<file path="src/rtl/uefc_pkg.sv">
// Package of offsets, field positions and reset values of the feature block.
// Summary of operation
// - Sub-mode 0: only already pending flow character leaves.
// - Sub-mode 1: flow characters still sent, data held.
// - Receive sub-mode 0: ignore data and flow characters.
// - Receive sub-mode 1: drop data, still act on flow.
// - Scratch byte, read/write, resets to all ones.
// - Table select; tables A-C use next trigger level.
// - RS-485 direction overrides automatic RTS/DTR control.
// - Direction low after last stop, high on load.
// - Transmit interrupt source: shift or holding empty.
// - Direction unchanged for flow character with empty FIFO.
// - IrDA receive polarity bit inverts encoded input.
// - Hysteresis field used only for table D.
// - Hysteresis code to character count mapping.
// - Four-bit single or dual flow character select.
// - Auto CTS/DSR stops transmit while input high.
// - Auto RTS/DTR follows receive level thresholds.
// - Output general purpose unless hardware flow or RS-485 active.
// - Special character match stores byte, flags status.
// - Second-pair compare: match not stored, two interrupts.
// - Enhanced bits writable only while enable set.
// - Reset clears enable and gated enhanced bits.
// - Transmitter disable halts all transmit data.
// - Receiver disable finishes current character, then stops.
package uefc_pkg;
   // Register offsets of this block, in a small local space.
   localparam logic [3:0] UEFC_OFF_SCRATCH  = 4'h0;
   localparam logic [3:0] UEFC_OFF_FEATURE  = 4'h1;
   localparam logic [3:0] UEFC_OFF_ENHANCED = 4'h2;
   localparam logic [3:0] UEFC_OFF_MODEM_AUX = 4'h3;
   localparam logic [3:0] UEFC_OFF_MODEM_CTL = 4'h4;
   localparam logic [3:0] UEFC_OFF_IRQ_EN   = 4'h5;
   localparam logic [3:0] UEFC_OFF_FIFO_CTL = 4'h6;
   localparam logic [3:0] UEFC_OFF_FLOW_CHR = 4'h7;
   localparam logic [3:0] UEFC_OFF_STATUS   = 4'h8;
   // Reset values.
   localparam logic [7:0] UEFC_RST_SCRATCH  = 8'hFF;
   localparam logic [7:0] UEFC_RST_ZERO     = 8'h00;
   // Feature control field positions.
   localparam int UEFC_FC_TABLE_HI = 7;
   localparam int UEFC_FC_TABLE_LO = 6;
   localparam int UEFC_FC_RS485    = 5;
   localparam int UEFC_FC_IRPOL    = 4;
   // Enhanced feature field positions.
   localparam int UEFC_EF_AUTO_CTS = 7;
   localparam int UEFC_EF_AUTO_RTS = 6;
   localparam int UEFC_EF_SPECIAL  = 5;
   localparam int UEFC_EF_ENH_EN   = 4;
   // Modem auxiliary write-only bits.
   localparam int UEFC_MA_TX_DIS   = 3;
   localparam int UEFC_MA_RX_DIS   = 2;
   localparam int UEFC_MA_TX_MODE  = 1;
   localparam int UEFC_MA_RX_MODE  = 0;
   // Modem control select bit (DTR/DSR when set).
   localparam int UEFC_MC_SEL      = 2;
   // Masks of gated enhanced bits.
   localparam logic [7:0] UEFC_MASK_753 = 8'hE0;
   localparam logic [7:0] UEFC_MASK_54  = 8'h30;
   localparam logic [7:0] UEFC_MASK_ALL = 8'hFF;
   // Table D select code.
   localparam logic [1:0] UEFC_TABLE_D  = 2'h3;
endpackage

</file>
<file path="src/rtl/uefc_gated_reg.sv">
// One byte register whose enhanced bits are write-protected by a gate.
`timescale 1ns/1ps
module uefc_gated_reg
   import uefc_pkg::*;
#(
   parameter logic [7:0] GATED = 8'hFF
) (
   // Clock and reset.
   input  wire logic       core_clk,
   input  wire logic       arst_n,
   // Write side.
   input  wire logic       wr,
   input  wire logic       gate_open,
   input  wire logic [7:0] wdata,
   // Stored value.
   output logic      [7:0] q
);
   // Legacy bits always write, gated bits only while the gate is open.
   always_ff @(posedge core_clk or negedge arst_n) begin
      if (!arst_n) begin
         q <= UEFC_RST_ZERO;
      end else if (wr) begin
         q <= (wdata & ~GATED) | ((gate_open ? wdata : q) & GATED);
      end
   end
endmodule

</file>
<file path="src/rtl/uefc_hyst_lut.sv">
// Table of hysteresis code to character count.
`timescale 1ns/1ps
module uefc_hyst_lut (
   // Code in.
   input  wire logic [3:0] code,
   // Characters out.
   output logic      [5:0] chars
);
   // Codes 8 to 11 lie above 12 to 15, as the table is ordered.
   always_comb begin
      case (code)
         4'h0: chars = 6'h00;
         4'h1: chars = 6'h04;
         4'h2: chars = 6'h06;
         4'h3: chars = 6'h08;
         4'h4: chars = 6'h08;
         4'h5: chars = 6'h10;
         4'h6: chars = 6'h18;
         4'h7: chars = 6'h20;
         4'h8: chars = 6'h28;
         4'h9: chars = 6'h2C;
         4'hA: chars = 6'h30;
         4'hB: chars = 6'h34;
         4'hC: chars = 6'h0C;
         4'hD: chars = 6'h14;
         4'hE: chars = 6'h1C;
         default: chars = 6'h24;
      endcase
   end
endmodule

</file>
<file path="src/rtl/uefc_top.sv">
// Enhanced feature control of one serial channel: registers, gating and control outputs.
`timescale 1ns/1ps
module uefc_top
   import uefc_pkg::*;
(
   // Clock and reset.
   input  wire logic       core_clk,
   input  wire logic       arst_n,
   // Register port.
   input  wire logic [3:0] reg_addr,
   input  wire logic [7:0] reg_wdata,
   input  wire logic       reg_wr,
   input  wire logic       reg_rd,
   output logic      [7:0] reg_rdata,
   // Receive FIFO level and thresholds from the FIFO logic.
   input  wire logic [8:0] rx_level,
   input  wire logic [8:0] rx_trigger,
   input  wire logic [8:0] rx_next_up,
   input  wire logic [8:0] rx_next_down,
   // Transmit path status.
   input  wire logic       thr_empty,
   input  wire logic       tsr_empty,
   input  wire logic       tx_load,
   input  wire logic       tx_fifo_empty,
   input  wire logic       flow_char_req,
   input  wire logic       flow_char_pending,
   // Receive path events.
   input  wire logic       rx_char_valid,
   input  wire logic [7:0] rx_char,
   input  wire logic       rx_busy,
   input  wire logic       rx_is_flow_char,
   // Modem inputs, active low pins.
   input  wire logic       cts_n,
   input  wire logic       dsr_n,
   input  wire logic       irda_rx_in,
   // Control outputs.
   output logic            tx_data_enable,
   output logic            tx_flow_enable,
   output logic            rx_store,
   output logic            rx_flow_act,
   output logic            rx_shift_enable,
   output logic            tx_irq,
   output logic            rx_trig_irq,
   output logic            special_irq,
   output logic            xoff_irq,
   output logic            rts_n,
   output logic            dtr_n,
   output logic            irda_rx_norm,
   output logic      [1:0] trigger_table,
   output logic      [3:0] turn_delay,
   output logic      [3:0] flow_select
);
   // Plain registers.
   logic [7:0] scratch_pad;          // General purpose byte.
   logic [7:0] feature_control;      // Table, RS-485, polarity, hysteresis.
   logic [7:0] enhanced_feature;     // Flow control and enable bits.
   logic [7:0] pause_char_two;       // Second pause character, special match.
   // Gated registers.
   logic [7:0] modem_status_aux_reg; // Write-only auxiliary bits.
   logic [7:0] modem_control_reg;    // Modem control.
   logic [7:0] interrupt_enable_reg; // Interrupt enables.
   logic [7:0] fifo_control_reg;     // FIFO control.
   // Internal state.
   logic       auto_flow_hi;         // Hardware flow output deasserted.
   logic       dir_tx;               // RS-485 direction is transmit.
   logic       tx_pend_latch;        // One pending flow char allowed.
   logic       rx_gate;              // Receiver accepting characters.
   logic [5:0] hyst_chars;           // Hysteresis in characters.
   logic       enh_open;             // Gate for enhanced writes.
   logic       wr_sc;
   logic       wr_fc;
   logic       wr_ef;
   logic       wr_pc;
   logic       rts_sel;
   logic       next_flow_hi;
   logic [9:0] up_lvl;
   logic [9:0] dn_lvl;
   logic       spc_match;

   assign enh_open = enhanced_feature[UEFC_EF_ENH_EN];
   assign wr_sc    = reg_wr && (reg_addr == UEFC_OFF_SCRATCH);
   assign wr_fc    = reg_wr && (reg_addr == UEFC_OFF_FEATURE);
   assign wr_ef    = reg_wr && (reg_addr == UEFC_OFF_ENHANCED);
   assign wr_pc    = reg_wr && (reg_addr == UEFC_OFF_FLOW_CHR);
   assign rts_sel  = ~modem_control_reg[UEFC_MC_SEL];

   // Gated enhanced registers; the whole auxiliary byte is gated.
   uefc_gated_reg #(.GATED(UEFC_MASK_ALL)) u_aux (
      .core_clk (core_clk),
      .arst_n   (arst_n),
      .wr       (reg_wr && (reg_addr == UEFC_OFF_MODEM_AUX)),
      .gate_open(enh_open),
      .wdata    (reg_wdata),
      .q        (modem_status_aux_reg)
   );
   uefc_gated_reg #(.GATED(UEFC_MASK_753)) u_mcr (
      .core_clk (core_clk),
      .arst_n   (arst_n),
      .wr       (reg_wr && (reg_addr == UEFC_OFF_MODEM_CTL)),
      .gate_open(enh_open),
      .wdata    (reg_wdata),
      .q        (modem_control_reg)
   );
   uefc_gated_reg #(.GATED(UEFC_MASK_753)) u_ier (
      .core_clk (core_clk),
      .arst_n   (arst_n),
      .wr       (reg_wr && (reg_addr == UEFC_OFF_IRQ_EN)),
      .gate_open(enh_open),
      .wdata    (reg_wdata),
      .q        (interrupt_enable_reg)
   );
   uefc_gated_reg #(.GATED(UEFC_MASK_54)) u_fcr (
      .core_clk (core_clk),
      .arst_n   (arst_n),
      .wr       (reg_wr && (reg_addr == UEFC_OFF_FIFO_CTL)),
      .gate_open(enh_open),
      .wdata    (reg_wdata),
      .q        (fifo_control_reg)
   );

   // Scratch byte keeps its value until written; only reset restores all ones.
   always_ff @(posedge core_clk or negedge arst_n) begin
      if (!arst_n) begin
         scratch_pad <= UEFC_RST_SCRATCH;
      end else if (wr_sc) begin
         scratch_pad <= reg_wdata;
      end
   end

   // Feature control register.
   always_ff @(posedge core_clk or negedge arst_n) begin
      if (!arst_n) begin
         feature_control <= UEFC_RST_ZERO;
      end else if (wr_fc) begin
         feature_control <= reg_wdata;
      end
   end

   // Enhanced feature register.
   always_ff @(posedge core_clk or negedge arst_n) begin
      if (!arst_n) begin
         enhanced_feature <= UEFC_RST_ZERO;
      end else if (wr_ef) begin
         enhanced_feature <= reg_wdata;
      end
   end

   // Second pause character, used for special character matching.
   always_ff @(posedge core_clk or negedge arst_n) begin
      if (!arst_n) begin
         pause_char_two <= UEFC_RST_ZERO;
      end else if (wr_pc) begin
         pause_char_two <= reg_wdata;
      end
   end

   // Read data one cycle after the strobe; unmapped offsets read zero.
   always_ff @(posedge core_clk or negedge arst_n) begin
      if (!arst_n) begin
         reg_rdata <= UEFC_RST_ZERO;
      end else if (reg_rd) begin
         case (reg_addr)
            UEFC_OFF_SCRATCH:  reg_rdata <= scratch_pad;
            UEFC_OFF_FEATURE:  reg_rdata <= feature_control;
            UEFC_OFF_ENHANCED: reg_rdata <= enhanced_feature;
            UEFC_OFF_MODEM_CTL: reg_rdata <= modem_control_reg;
            UEFC_OFF_IRQ_EN:   reg_rdata <= interrupt_enable_reg;
            UEFC_OFF_FIFO_CTL: reg_rdata <= fifo_control_reg;
            UEFC_OFF_STATUS:   reg_rdata <= {4'h0, dir_tx, auto_flow_hi, rx_gate,
                                             tx_pend_latch};
            default:           reg_rdata <= UEFC_RST_ZERO;
         endcase
      end else begin
         reg_rdata <= UEFC_RST_ZERO;
      end
   end

   // Hysteresis lookup.
   uefc_hyst_lut u_hyst (
      .code (feature_control[3:0]),
      .chars(hyst_chars)
   );

   // Thresholds: table D with a nonzero hysteresis code uses hysteresis, all other cases use next trigger levels.
   always_comb begin
      if (feature_control[UEFC_FC_TABLE_HI:UEFC_FC_TABLE_LO] == UEFC_TABLE_D
          && hyst_chars != 6'h00) begin
         up_lvl = {1'b0, rx_trigger} + {4'h0, hyst_chars};
         dn_lvl = ({1'b0, rx_trigger} > {4'h0, hyst_chars}) ?
                  ({1'b0, rx_trigger} - {4'h0, hyst_chars}) : 10'h000;
      end else begin
         up_lvl = {1'b0, rx_next_up};
         dn_lvl = {1'b0, rx_next_down};
      end
   end

   // Hardware flow output level with hysteresis between the two thresholds.
   always_comb begin
      next_flow_hi = auto_flow_hi;
      if ({1'b0, rx_level} >= up_lvl) begin
         next_flow_hi = 1'b1;
      end else if ({1'b0, rx_level} < dn_lvl) begin
         next_flow_hi = 1'b0;
      end
   end

   // Automatic flow state is only tracked while the feature is enabled.
   always_ff @(posedge core_clk or negedge arst_n) begin
      if (!arst_n) begin
         auto_flow_hi <= 1'b0;
      end else if (enhanced_feature[UEFC_EF_AUTO_RTS]) begin
         auto_flow_hi <= next_flow_hi;
      end else begin
         auto_flow_hi <= 1'b0;
      end
   end

   // RS-485 direction: high on load, low once the shifter has drained.
   // A flow character sent with an empty FIFO does not turn the line around.
   always_ff @(posedge core_clk or negedge arst_n) begin
      if (!arst_n) begin
         dir_tx <= 1'b0;
      end else if (tx_load) begin
         dir_tx <= 1'b1;
      end else if (flow_char_req && tx_fifo_empty) begin
         dir_tx <= dir_tx;
      end else if (tsr_empty && thr_empty) begin
         dir_tx <= 1'b0;
      end
   end

   // Output pins; modem control bits 0 and 1 give the general purpose level.
   always_comb begin
      rts_n = ~modem_control_reg[1];
      dtr_n = ~modem_control_reg[0];
      if (feature_control[UEFC_FC_RS485]) begin
         if (rts_sel) begin
            rts_n = dir_tx;
         end else begin
            dtr_n = dir_tx;
         end
      end else if (enhanced_feature[UEFC_EF_AUTO_RTS]) begin
         // Automatic control acts only once software has asserted the output.
         if (rts_sel && modem_control_reg[1]) begin
            rts_n = auto_flow_hi;
         end else if (!rts_sel && modem_control_reg[0]) begin
            dtr_n = auto_flow_hi;
         end
      end
   end

   // A flow character pending at disable time may still leave once.
   always_ff @(posedge core_clk or negedge arst_n) begin
      if (!arst_n) begin
         tx_pend_latch <= 1'b0;
      end else if (!modem_status_aux_reg[UEFC_MA_TX_DIS]) begin
         tx_pend_latch <= flow_char_pending;
      end else if (!flow_char_pending) begin
         tx_pend_latch <= 1'b0;
      end
   end

   // Transmit enables.
   always_comb begin
      tx_data_enable = ~modem_status_aux_reg[UEFC_MA_TX_DIS];
      if (enhanced_feature[UEFC_EF_AUTO_CTS]) begin
         if (rts_sel ? cts_n : dsr_n) begin
            tx_data_enable = 1'b0;
         end
      end
      if (!modem_status_aux_reg[UEFC_MA_TX_DIS]) begin
         tx_flow_enable = 1'b1;
      end else if (modem_status_aux_reg[UEFC_MA_TX_MODE]) begin
         tx_flow_enable = 1'b1;
      end else begin
         tx_flow_enable = tx_pend_latch;
      end
   end

   // Receiver gate drops only between characters.
   always_ff @(posedge core_clk or negedge arst_n) begin
      if (!arst_n) begin
         rx_gate <= 1'b1;
      end else if (!modem_status_aux_reg[UEFC_MA_RX_DIS]) begin
         rx_gate <= 1'b1;
      end else if (!rx_busy) begin
         rx_gate <= 1'b0;
      end
   end

   // Special character match.
   assign spc_match = enhanced_feature[UEFC_EF_SPECIAL] && (rx_char == pause_char_two);
   assign rx_shift_enable = rx_gate || rx_busy;

   // Receive routing.
   always_comb begin
      rx_store    = 1'b0;
      rx_flow_act = 1'b0;
      special_irq = 1'b0;
      xoff_irq    = 1'b0;
      if (rx_char_valid) begin
         if (rx_gate) begin
            rx_flow_act = rx_is_flow_char;
            rx_store = !(rx_is_flow_char && !spc_match);
            special_irq = spc_match;
            if (spc_match && enhanced_feature[1:0] == 2'h1) begin
               rx_store = 1'b0;
               xoff_irq = 1'b1;
            end
         end else if (modem_status_aux_reg[UEFC_MA_RX_MODE]) begin
            rx_flow_act = rx_is_flow_char;
         end else begin
            rx_flow_act = 1'b0;
         end
      end
   end

   // Interrupt sources and pass-through fields.
   assign tx_irq = feature_control[UEFC_FC_RS485] ? tsr_empty : thr_empty;
   assign rx_trig_irq = enhanced_feature[UEFC_EF_AUTO_RTS] && (rx_level >= rx_trigger);
   assign irda_rx_norm = feature_control[UEFC_FC_IRPOL] ? ~irda_rx_in : irda_rx_in;
   assign trigger_table = feature_control[UEFC_FC_TABLE_HI:UEFC_FC_TABLE_LO];
   assign turn_delay = modem_status_aux_reg[7:4];
   assign flow_select = enhanced_feature[3:0];

   // Checks.
   scratch_reset_a: assert property (@(posedge core_clk) $rose(arst_n) |->
      scratch_pad == 8'hFF) else $error("scratch not all ones after reset");
   tx_irq_src_a: assert property (@(posedge core_clk) disable iff (!arst_n)
      feature_control[5] && !tsr_empty |-> !tx_irq) else $error("tx irq early");
   rs485_prec_a: assert property (@(posedge core_clk) disable iff (!arst_n)
      feature_control[5] && rts_sel |-> rts_n == dir_tx) else $error("rs485 lost");
   dir_load_a: assert property (@(posedge core_clk) disable iff (!arst_n)
      tx_load |=> dir_tx) else $error("direction not high after load");
   tx_dis_a: assert property (@(posedge core_clk) disable iff (!arst_n)
      modem_status_aux_reg[3] |-> !tx_data_enable) else $error("data sent while off");
   tx_mode1_a: assert property (@(posedge core_clk) disable iff (!arst_n)
      modem_status_aux_reg[3] && modem_status_aux_reg[1] |-> tx_flow_enable)
      else $error("flow char blocked in mode 1");
   rx_mode0_a: assert property (@(posedge core_clk) disable iff (!arst_n)
      !rx_gate && !modem_status_aux_reg[0] |-> !rx_flow_act && !rx_store)
      else $error("rx active while off");
   rx_mode1_a: assert property (@(posedge core_clk) disable iff (!arst_n)
      !rx_gate && rx_char_valid |-> !rx_store) else $error("data kept while off");
   irda_pol_a: assert property (@(posedge core_clk) disable iff (!arst_n)
      irda_rx_norm == (irda_rx_in ^ feature_control[4])) else $error("ir polarity");
   enh_gate_a: assert property (@(posedge core_clk) disable iff (!arst_n)
      !enh_open |=> $stable(modem_status_aux_reg)) else $error("gated bits changed");
   cts_stop_a: assert property (@(posedge core_clk) disable iff (!arst_n)
      enhanced_feature[7] && rts_sel && cts_n |-> !tx_data_enable)
      else $error("cts did not stop tx");
endmodule

</file>
<file path="config.mk">
export PLATFORM = sky130hd
export DESIGN_NAME = uefc_top
export DESIGN_NICKNAME = d
export VERILOG_FILES = /design/src/rtl/uefc_pkg.sv /design/src/rtl/uefc_gated_reg.sv /design/src/rtl/uefc_hyst_lut.sv /design/src/rtl/uefc_top.sv
export SDC_FILE = /design/constraint.sdc
export NUM_CORES = 1
export LEC_CHECK = 0
export ABC_CLOCK_PERIOD_IN_PS = 5340
export BUFFER_PORTS_ARGS = -buffer_cell sky130_fd_sc_hd__clkbuf_2
export CAP_MARGIN = 20
export CELL_PAD_IN_SITES_DETAIL_PLACEMENT = 0
export CELL_PAD_IN_SITES_GLOBAL_PLACEMENT = 1
export CORE_MARGIN = 4
export CORE_UTILIZATION = 43
export DETAILED_ROUTE_END_ITERATION = 7
export PLACE_DENSITY_LB_ADDON = 0.1
export SYNTH_ARGS = -nofsm -noshare
export SYNTH_HDL_FRONTEND = slang
export SYNTH_SLANG_ARGS = --single-unit
</file>
<file path="constraint.sdc">
create_clock -name core_clk -period 5.34 [get_ports core_clk]
set_input_delay 1.602 -clock core_clk [delete_from_list [all_inputs] [get_ports core_clk]]
set_output_delay 1.602 -clock core_clk [all_outputs]
set_load 0.05 [all_outputs]
</file>
==> results of run 1 <==
-- final cells by class --
| type | instances | area, µm² | share of cell area, % |
|---|---|---|---|
| clock inverters | 6 | 111 | 1.89 |
| well taps | 143 | 179 | 3.03 |
| multi-input cells | 351 | 2850 | 48.2 |
| clock buffers | 10 | 229 | 3.88 |
| repair buffers | 103 | 523 | 8.86 |
| flip-flops and latches | 76 | 1910 | 32.4 |
| inverters | 28 | 105 | 1.78 |
-- synthesized netlist by cell type, types with 5 or more instances --
cell type  count
dfrtp_1       67
mux2_2        67
ha_1          38
a21oi_1       32
nand2_1       29
inv_1         28
nor2_1        19
o21ai_0       17
mux2i_1       15
buf_2         13
nand3_1       13
xnor2_1       13
buf_4         10
dfstp_2        9
nor3_1         9
and3_1         8
nor2b_1        8
a22oi_2        6
clkbuf_1       6
a22oi_1        5
nand2b_1       5
-- cells by family (layout without fill, tap and decap cells) --
kind of cell,Yosys count,after routing,share of synthesized area [%]
AO/OA/AOI/OAI,100,100,13.5
XOR/XNOR,17,17,2.95
multiplexers,83,83,18.4
AND/OR/NAND/NOR,111,111,11.4
flip-flops,76,76,37.9
adder cells (fa/ha/maj),40,40,10.2
buffers and inverters,59,147,5.63
-- critical path: stages --
cell and delay (ns):
clkbuf_2 0.09, inv_1 0.06, ha_1 0.27, nand2b_1 0.09
a21oi_1 0.06, nor2b_1 0.10, o21ai_0 0.08, a31o_2 0.26
a21oi_1 0.17, clkbuf_2 0.31
-- power by group --
group          internal (mW)  total [mW]  leakage, nW  switching, mW
sequential             0.703       0.798        0.941         0.0959
clock                  0.457       0.688        0.163          0.231
combinational          0.331       0.800         1.70          0.469
-- worst paths after layout --
kind	start	end	cells past startpoint
setup / recovery	rx_level[0]	rx_trig_irq	10
hold / removal	u_aux.q[2]	rx_gate	1
setup reg to reg	feature_control[0]	auto_flow_hi	17
hold reg to reg	u_aux.q[2]	rx_gate	1
max in group asynchronous	arst_n	enhanced_feature[6]	1
min in group asynchronous	arst_n	auto_flow_hi	1
-- metal layers --
layer	vias to the layer above	track usage (%)
met5	-	0
met4	0	4.80
met2	109	28.1
met1	1911	30.4
li1	1907	-
met3	12	3.52
-- layout by cell type, fill, tap and decap left out, types with 13 or more instances in the layout --
master,n
ha_1,38
nor2_1,19
clkbuf_2,100
mux2i_1,15
a21oi_1,32
inv_1,28
nand2_1,29
nand3_1,13
mux2_2,67
o21ai_0,17
dfrtp_1,67
xnor2_1,13
-- stage by stage --
stage | area [µm²] | hold slack [ns] | utilization (%)
6_report | 5910 | 0.390 | 51.5
5_1_grt | 5910 | 0.430 | 51.5
3_3_place_gp | 5570 | 0.376 | 48.5
2_1_floorplan | 5040 | 0.367 | -
4_1_cts | 5910 | 0.397 | 51.5
3_5_place_dp | 5570 | 0.389 | 48.5
==> results.json, run 1 <==
{
  "synth_top_area_share_pct": 33.3,
  "avgSynthCellArea_um2": 10.4,
  "ys_top_cells_by_area": "dfrtp_1 33%, mux2_2 15%, ha_1 9.4%",
  "cts_resized": 0,
  "yosys_most_used_dff": "dfrtp_1",
  "endpoint_kind": "output pin",
  "yosysWarningCount": 0,
  "critPathLaunchType": "primary input",
  "top_layer_used": "met4",
  "total_power_mw": 2.29,
  "ys_seq_area_share_pct": 37.9,
  "place_ws_ns": 0.471,
  "hold_buffers": 0,
  "grt_pass1_vias": 3820,
  "r2r_slack_ns": 1.02,
  "post-place-cells": 701,
  "dr_wl_met3_um": 732,
  "grt_overflow": 0,
  "fin_ws_ns": 0.646,
  "grt_max_degree": 77,
  "layout_min_cycle_time_ns": 4.69,
  "numPortBuffers": 101,
  "finalWirelength_um": 12900,
  "initial_core_util_pct": 44.0,
  "cts_root_buffer": "clkbuf_16",
  "dieArea_mm2": 0.0135,
  "clock-sinks": 76,
  "fin_cells": 717,
  "drc": 0,
  "wl_met2_um": 5660,
  "fin_skew_ns": 0.00316,
  "critPathMaxFanout": 3,
  "min_period_over_period_pct": 87.9,
  "drt-pass1-iter-count": 5,
  "core_mm2": 0.0115,
  "final.setup.tns_ns": 0,
  "fp.dieW_um": 116,
  "syn_nets": 598,
  "synth_area_mm2": 0.00504,
  "rsz0062_at_grt": "false",
  "yosys.area.top_type": "dfrtp_1",
  "clk_latency_ns": 0.33,
  "clk_pin_slew_worst_paths_ns": 0.05,
  "diodes": 0,
  "drtIter0Drc": 184,
  "cts_buffer_depth": 2,
  "relSlewSlack_pct": 36.5,
  "grt.total_usage_pct": 19.6,
  "tightestPinTransition_ns": 0.953,
  "ys_types": 62,
  "ioPinCount": 102,
  "arrival_ns": 3.09,
  "via_count": 3939,
  "cap_violations": 0,
  "power_leakage_nw": 2.81,
  "htreeDepth": 3,
  "row_count": 39,
  "areaGrowthSynthToFinish_pct": 17.1,
  "routedWlPerCell_um": 18.0,
  "setup_viol": 0,
  "n_fill_cell": 1048,
  "min_path_type": "register to register",
  "m1WireLength_um": 6410,
  "ant_nets": 0,
  "ys_ff_latch": 76,
  "cts_made_buffers": 9,
  "drive_above_1_share_pct": 36.8,
  "synth-async-reset-ratio_pct": 100,
  "place_congestion": 0.836,
  "slew_viol_final": 0,
  "cts_tree": "yes",
  "grt_pass1_wl_um": 20300,
  "nets": 681,
  "status": "finished, final reports clean",
  "synth_edf_count": 0,
  "ir_worst_vdd_uv": 244,
  "max_freq_mhz": 213,
  "viasPerCell": 5.49,
  "die_y_um": 116,
  "hold_viol": 0,
  "synth_cells": 486,
  "post-cts-setup-buffer-count": 0,
  "antenna_found_initial": 0,
  "cellPowerDensity_mw_per_mm2": 387,
  "cp.required_ns": 3.74,
  "path_class": "primary input to output pin",
  "hpwl_um": 9870
}
(Power assumes the default switching activity.)
==> run 2: changes to the inputs <==
Settings changed: ABC_CLOCK_PERIOD_IN_PS 5340 to 4100, CORE_UTILIZATION 43 to 40, CTS_BUF_LIST from default to sky130_fd_sc_hd__clkbuf_2 sky130_fd_sc_hd__clkbuf_4 sky130_fd_sc_hd__clkbuf_8.
Clock period 5.34 ns to 4.1 ns, I/O delays scaled along.
==> run 2 against run 1 <==
Compared with the run above: first-iteration DRC count is 27% higher; power is 25% higher; core utilization hardly changed; critical path depth grew 7; die area rose by 7.0%; flip-flop and latch count did not move; largest cell class unchanged; largest power group unchanged.
==> results.json, run 2 (same netlist as run 1, synthesis figures left out) <==
{
  "status": "finished, final reports clean",
  "cts_tree": "yes",
  "viasPerCell": 5.23,
  "drt-pass1-iter-count": 4,
  "tightestPinTransition_ns": 0.952,
  "final.setup.tns_ns": 0,
  "relSlewSlack_pct": 36.5,
  "swShare_pct": 38.2,
  "min_from": "u_aux.q[2]",
  "ir_worst_vdd_uv": 288,
  "via_count": 4103,
  "drive_above_1_share_pct": 44.2,
  "critPathMaxFanout": 5,
  "ioPinCount": 102,
  "endpoint_kind": "register",
  "finalWirelength_um": 14200,
  "rr_startpoint": "feature_control[1]",
  "numPortBuffers": 101,
  "combPwrFrac_pct": 45.2,
  "place_congestion": 0.829,
  "fp.dieW_um": 120,
  "row_count": 40,
  "crit_start": "feature_control[1]",
  "initial_core_util_pct": 41.5,
  "rsz0062_at_grt": "true",
  "hold_viol": 0,
  "stdcell_area_mm2": 0.00627,
  "arrival_ns": 4.29,
  "cp.required_ns": 4.33,
  "drtIter0Drc": 234,
  "place_area_mm2": 0.00586,
  "grt_pass1_wl_um": 22300,
  "grt_max_degree": 77,
  "nets": 724,
  "power.clock.fraction_pct": 18.5,
  "clk_pin_slew_worst_paths_ns": 0.07,
  "fin_skew_ns": 0.00903,
  "ant_nets": 0,
  "htreeDepth": 3,
  "final_cell_mix": "99 x clkbuf_2, 67 x dfrtp_1, 66 x mux2_2",
  "dieArea_mm2": 0.0145,
  "core_mm2": 0.0122,
  "setup_viol": 0,
  "cap_violations": 0,
  "grt_pass1_vias": 4136,
  "power_switching_mw": 1.09,
  "path_class": "register to register",
  "internal_power_mw": 1.77,
  "p_seq_share_pct": 36.3,
  "clk_latency_ns": 0.35,
  "clock-sinks": 76,
  "drc": 0,
  "hpwl_um": 11100,
  "grt.total_usage_pct": 19.7,
  "cts_root_buffer": "clkbuf_8",
  "min_path_type": "register to register",
  "routedWlPerCell_um": 18.0,
  "max_freq_mhz": 246,
  "diodes": 0,
  "critPathLaunchType": "register",
  "total_power_mw": 2.87,
  "min_period_over_period_pct": 99.0,
  "layout_min_cycle_time_ns": 4.06,
  "die_y_um": 120,
  "cts_made_buffers": 9,
  "final_common_cell": "clkbuf_2",
  "grt_overflow": 0,
  "antenna_found_initial": 0,
  "cellPowerDensity_mw_per_mm2": 457,
  "areaGrowthSynthToFinish_pct": 24.3,
  "whs_ns": 0.394,
  "power_leakage_nw": 2.97,
  "cts_buffer_depth": 2,
  "slew_viol_final": 0
}
## run 2: through the flow
| stage | util (%) | std cells | worst slack (ns) |
|---|---|---|---|
| 6_report | 51.5 | 785 | 0.0430 |
| 2_1_floorplan | - | 486 | 0.00406 |
| 3_3_place_gp | 48.2 | 757 | -0.269 |
| 5_1_grt | 51.5 | 785 | -0.0604 |
| 3_5_place_dp | 48.2 | 757 | -0.338 |
| 4_1_cts | 50.3 | 778 | 0.0145 |
## run 2: layout make-up
type | count | area [µm²]
flip-flops and latches | 76 | 1910
fillers | 1168 | 5890
inverters | 28 | 105
well taps | 168 | 210
clock inverters | 4 | 25.0
multi-input cells | 351 | 2990
clock buffers | 12 | 159
repair buffers | 146 | 861
## run 2: critical path, stage by stage, from the launching register on
cell     delay, ns
dfrtp_1       0.42
buf_6         0.15
ha_4          0.15
mux2_4        0.28
ha_4          0.24
or4_4         0.54
o32ai_4       0.28
a21oi_2       0.08
nor2b_2       0.20
nor2_4        0.08
buf_6         0.15
a22oi_2       0.13
ha_1          0.27
and4_1        0.17
a221o_1       0.29
a221o_1       0.29
o21ai_1       0.14
o22ai_1       0.08
## run 2: worst paths after layout
path | cells after the start | slack [ns] | end
worst min-delay path | 1 | 0.39 | rx_gate
max in group asynchronous | 1 | 2.46 | u_ier.q[4]
worst max register to register | 17 | 0.04 | auto_flow_hi
worst min register to register | 1 | 0.39 | rx_gate
worst max-delay path | 17 | 0.04 | auto_flow_hi
min in group asynchronous | 1 | 1.01 | auto_flow_hi
## run 2: routing by layer
metal	wire, µm	GRT usage, %	vias up
met5	0	0	-
met4	68	2.97	0
met3	668	4.12	5
met2	6470	30.5	91
met1	6960	29.0	2018
li1	-	-	1989
## run 2: power groups by stage
stage,combinational [mW],clock [mW],sequential [mW]
6_report,1.30,0.530,1.04
3_3_place_gp,1.17,0,1.04
3_5_place_dp,1.19,0,1.05
2_1_floorplan,0.839,0,1.01
5_1_grt,1.41,0.584,1.06
4_1_cts,1.22,0.553,1.04
## run 2: timing repair
| action | in CTS | in global routing |
|---|---|---|
| pin swaps | 3 | 17 |
| setup buffers | 5 | 7 |
| endpoints found under the setup margin | 1 | 2 |
| endpoints found under the hold margin | 0 | 0 |
| gates resized for setup | 4 | 22 |
| hold buffers | 0 | 0 |
==> run 3: changes to the inputs <==
Settings changed: ABC_AREA from default to 1, CORE_UTILIZATION 40 to 37.
==> run 3 against run 2 <==
Compared with the run above: clock skew down 0.0030 ns; synthesized area down 4.5%; wire length up 0.40%; first-iteration DRC count down 6.4%; critical endpoint is now rx_store; largest cell class unchanged; largest power group is now registers; highest routed layer unchanged.
==> results.json, run 3 <==
{
  "status": "finished, final reports clean",
  "min_from": "u_aux.q[2]",
  "post-cts-setup-buffer-count": 0,
  "synth_cells": 617,
  "antenna_found_initial": 0,
  "numPortBuffers": 101,
  "crit_top_cell": "clkbuf_2",
  "cellPowerDensity_mw_per_mm2": 416,
  "fin_skew_ns": 0.00602,
  "drt-pass1-iter-count": 5,
  "grt_max_degree": 77,
  "clk_pin_slew_worst_paths_ns": 0.07,
  "rr_startpoint": "feature_control[0]",
  "path_class": "primary input to output pin",
  "tightestPinTransition_ns": 0.970,
  "arrival_ns": 2.69,
  "htreeDepth": 3,
  "ys_top_cells_by_area": "dfrtp_1 35%, nand2_1 13%, ha_1 9.9%",
  "ioPinCount": 102,
  "power_leakage_nw": 2.96,
  "drive_above_1_share_pct": 21.5,
  "yosysWarningCount": 0,
  "synth_common_cells": "167 x nand2_1, 83 x o21ai_0, 80 x inv_1, 67 x dfrtp_1, 38 x ha_1",
  "grt_pass1_wl_um": 22900,
  "clk_latency_ns": 0.36,
  "place_area_mm2": 0.00550,
  "row_count": 41,
  "synth_top_area_share_pct": 34.8,
  "initial_core_util_pct": 38.0,
  "rsz0062_at_grt": "false",
  "min_period_over_period_pct": 95.7,
  "n_fill_cell": 1337,
  "path_cells": "clkbuf_2, inv_1, nand2_1, o21ai_0, nor4_1, nand3b_1, nor2_2, nor2_1, a211oi_2, clkbuf_2",
  "finalWirelength_um": 14200,
  "clock-sinks": 76,
  "cts_tree": "yes",
  "yosys_most_used_dff": "dfrtp_1",
  "core_mm2": 0.0127,
  "cts_buffer_depth": 2,
  "stdcell_area_mm2": 0.00571,
  "avgSynthCellArea_um2": 7.81,
  "setup_viol": 0,
  "ir_worst_vdd_uv": 180,
  "synth-async-reset-ratio_pct": 100,
  "die_y_um": 122,
  "relSlewSlack_pct": 35.3,
  "final_cell_mix": "166 x nand2_1, 98 x clkbuf_2, 82 x o21ai_0",
  "grt_overflow": 0,
  "drtIter0Drc": 219,
  "place_congestion": 0.912,
  "yosysMostFrequentCell": "nand2_1",
  "areaGrowthSynthToFinish_pct": 18.6,
  "multiInputGateArea_mm2": 0.00253,
  "top_layer_used": "met4",
  "cap_violations": 0,
  "slew_viol_final": 0,
  "slowest_stage": "nor4_1",
  "regArea_mm2": 0.00191,
  "cts_made_buffers": 9,
  "drc": 0,
  "cpPeakStageDelay_ns": 0.34,
  "hold_buffers": 0,
  "dieArea_mm2": 0.0149,
  "cp.buffers_inverters": 3,
  "hpwl_um": 11200,
  "cts_root_buffer": "clkbuf_8",
  "diodes": 0,
  "grt.total_usage_pct": 19.9,
  "dr_wl_met3_um": 550,
  "endpoint_kind": "output pin",
  "yosys.area.top_type": "dfrtp_1",
  "syn_nets": 729,
  "crit_start": "rx_char[7]",
  "ys_ff_latch": 76,
  "m1WireLength_um": 6120,
  "routedWlPerCell_um": 15.9,
  "final.setup.tns_ns": 0,
  "whs_path_depth": 1,
  "r2r_cells": 25,
  "max_freq_mhz": 255,
  "final_common_cell": "nand2_1",
  "via_count": 4426,
  "crit_family": "simple AND/OR/NAND/NOR gates",
  "cp.required_ns": 2.87,
  "hold_viol": 0,
  "critPathMaxFanout": 3,
  "worst-path-stages": 10,
  "viasPerCell": 4.94,
  "critPathLaunchType": "primary input",
  "synth_edf_count": 0,
  "wl_met2_um": 7210,
  "fp.dieW_um": 122,
  "ant_nets": 0,
  "grt_pass1_vias": 4497,
  "nets": 831,
  "layout_min_cycle_time_ns": 3.92,
  "ys_types": 47,
  "cts_resized": 0,
  "synth_area_mm2": 0.00482,
  "min_path_type": "register to register",
  "ys_seq_area_share_pct": 39.7
}
==> run 3: cell count changes after synthesis, moves of 12 or more <==
| cell | delta |
|---|---|
| inv_1 | +52 |
| nor2_1 | +13 |
| mux2i_1 | -14 |
| o21ai_0 | +66 |
| nand2_1 | +138 |
| mux2_2 | -67 |
| xnor2_1 | -12 |
| buf_2 | -12 |
==> run 3: layout make-up <==
type                       instances  share of cell area (%)
clock buffer                      11                    2.54
tap                              172                    3.77
clock inverter                     5                   0.482
multi-input combinational        440                    44.2
inverter                          85                    5.59
sequential                        76                    33.5
timing repair buffer             107                    9.84
==> run 3: where the power goes <==
part | internal [mW] | switching, mW
logic | 0.288 | 0.576
clock network | 0.239 | 0.274
registers | 0.896 | 0.105
==> run 3: worst reg2reg max path: stages (launching register included) <==
cell	delay, ns
dfrtp_2	0.43
inv_1	0.06
ha_1	0.30
o21ai_0	0.20
o21ai_2	0.16
inv_1	0.09
ha_1	0.23
inv_1	0.06
nand2_1	0.08
nor2_1	0.11
nand3_1	0.07
nand3_1	0.09
nand2_1	0.07
nor2_1	0.09
buf_4	0.17
a22oi_1	0.08
ha_1	0.30
a21oi_1	0.13
nor2_1	0.06
a211oi_1	0.16
o21ai_0	0.10
and2_1	0.14
o21ai_0	0.14
nand2_1	0.08
nand2_1	0.05
nand2_1	0.04
==> run 3: path summary, 6_finish.rpt <==
kind                       slack [ns]                 end
setup / recovery                 0.18            rx_store
setup reg to reg                 0.51        auto_flow_hi
hold reg to reg                  0.43             rx_gate
max in group asynchronous        2.39  feature_control[0]
hold / removal                   0.43             rx_gate
min in group asynchronous        1.02          u_aux.q[0]
==> run 3: metal layers <==
metal	global-route usage [%]	vias to the layer above
met3	3.34	18
met1	24.3	2067
met2	35.3	95
met5	0	-
li1	-	2246
met4	6.79	0
==> run 3: per-stage QoR <==
step                power, mW  setup WS [ns]  hold WS (ns)  cells  util, %
global placement         1.86         0.0552         0.413    880     43.4
floorplan                1.63         0.0470         0.395    617        -
finish                   2.38          0.176         0.425    896     45.1
global route             2.57        0.00931         0.471    896     45.1
detailed placement       1.88         0.0240         0.415    880     43.4
CTS                      2.40         0.0172         0.427    896     44.7
==> run 3: cells by family (layout without fill, tap and decap cells) <==
| logic type | after synthesis | in the layout | synth area share (%) |
|---|---|---|---|
| simple gates | 245 | 245 | 21.6 |
| compound gates | 146 | 146 | 17.6 |
| buf+inv | 101 | 208 | 8.68 |
| flops | 76 | 76 | 39.7 |
| fa+ha+maj | 40 | 40 | 10.7 |
| xor+xnor | 8 | 8 | 1.45 |
| mux | 1 | 1 | 0.208 |
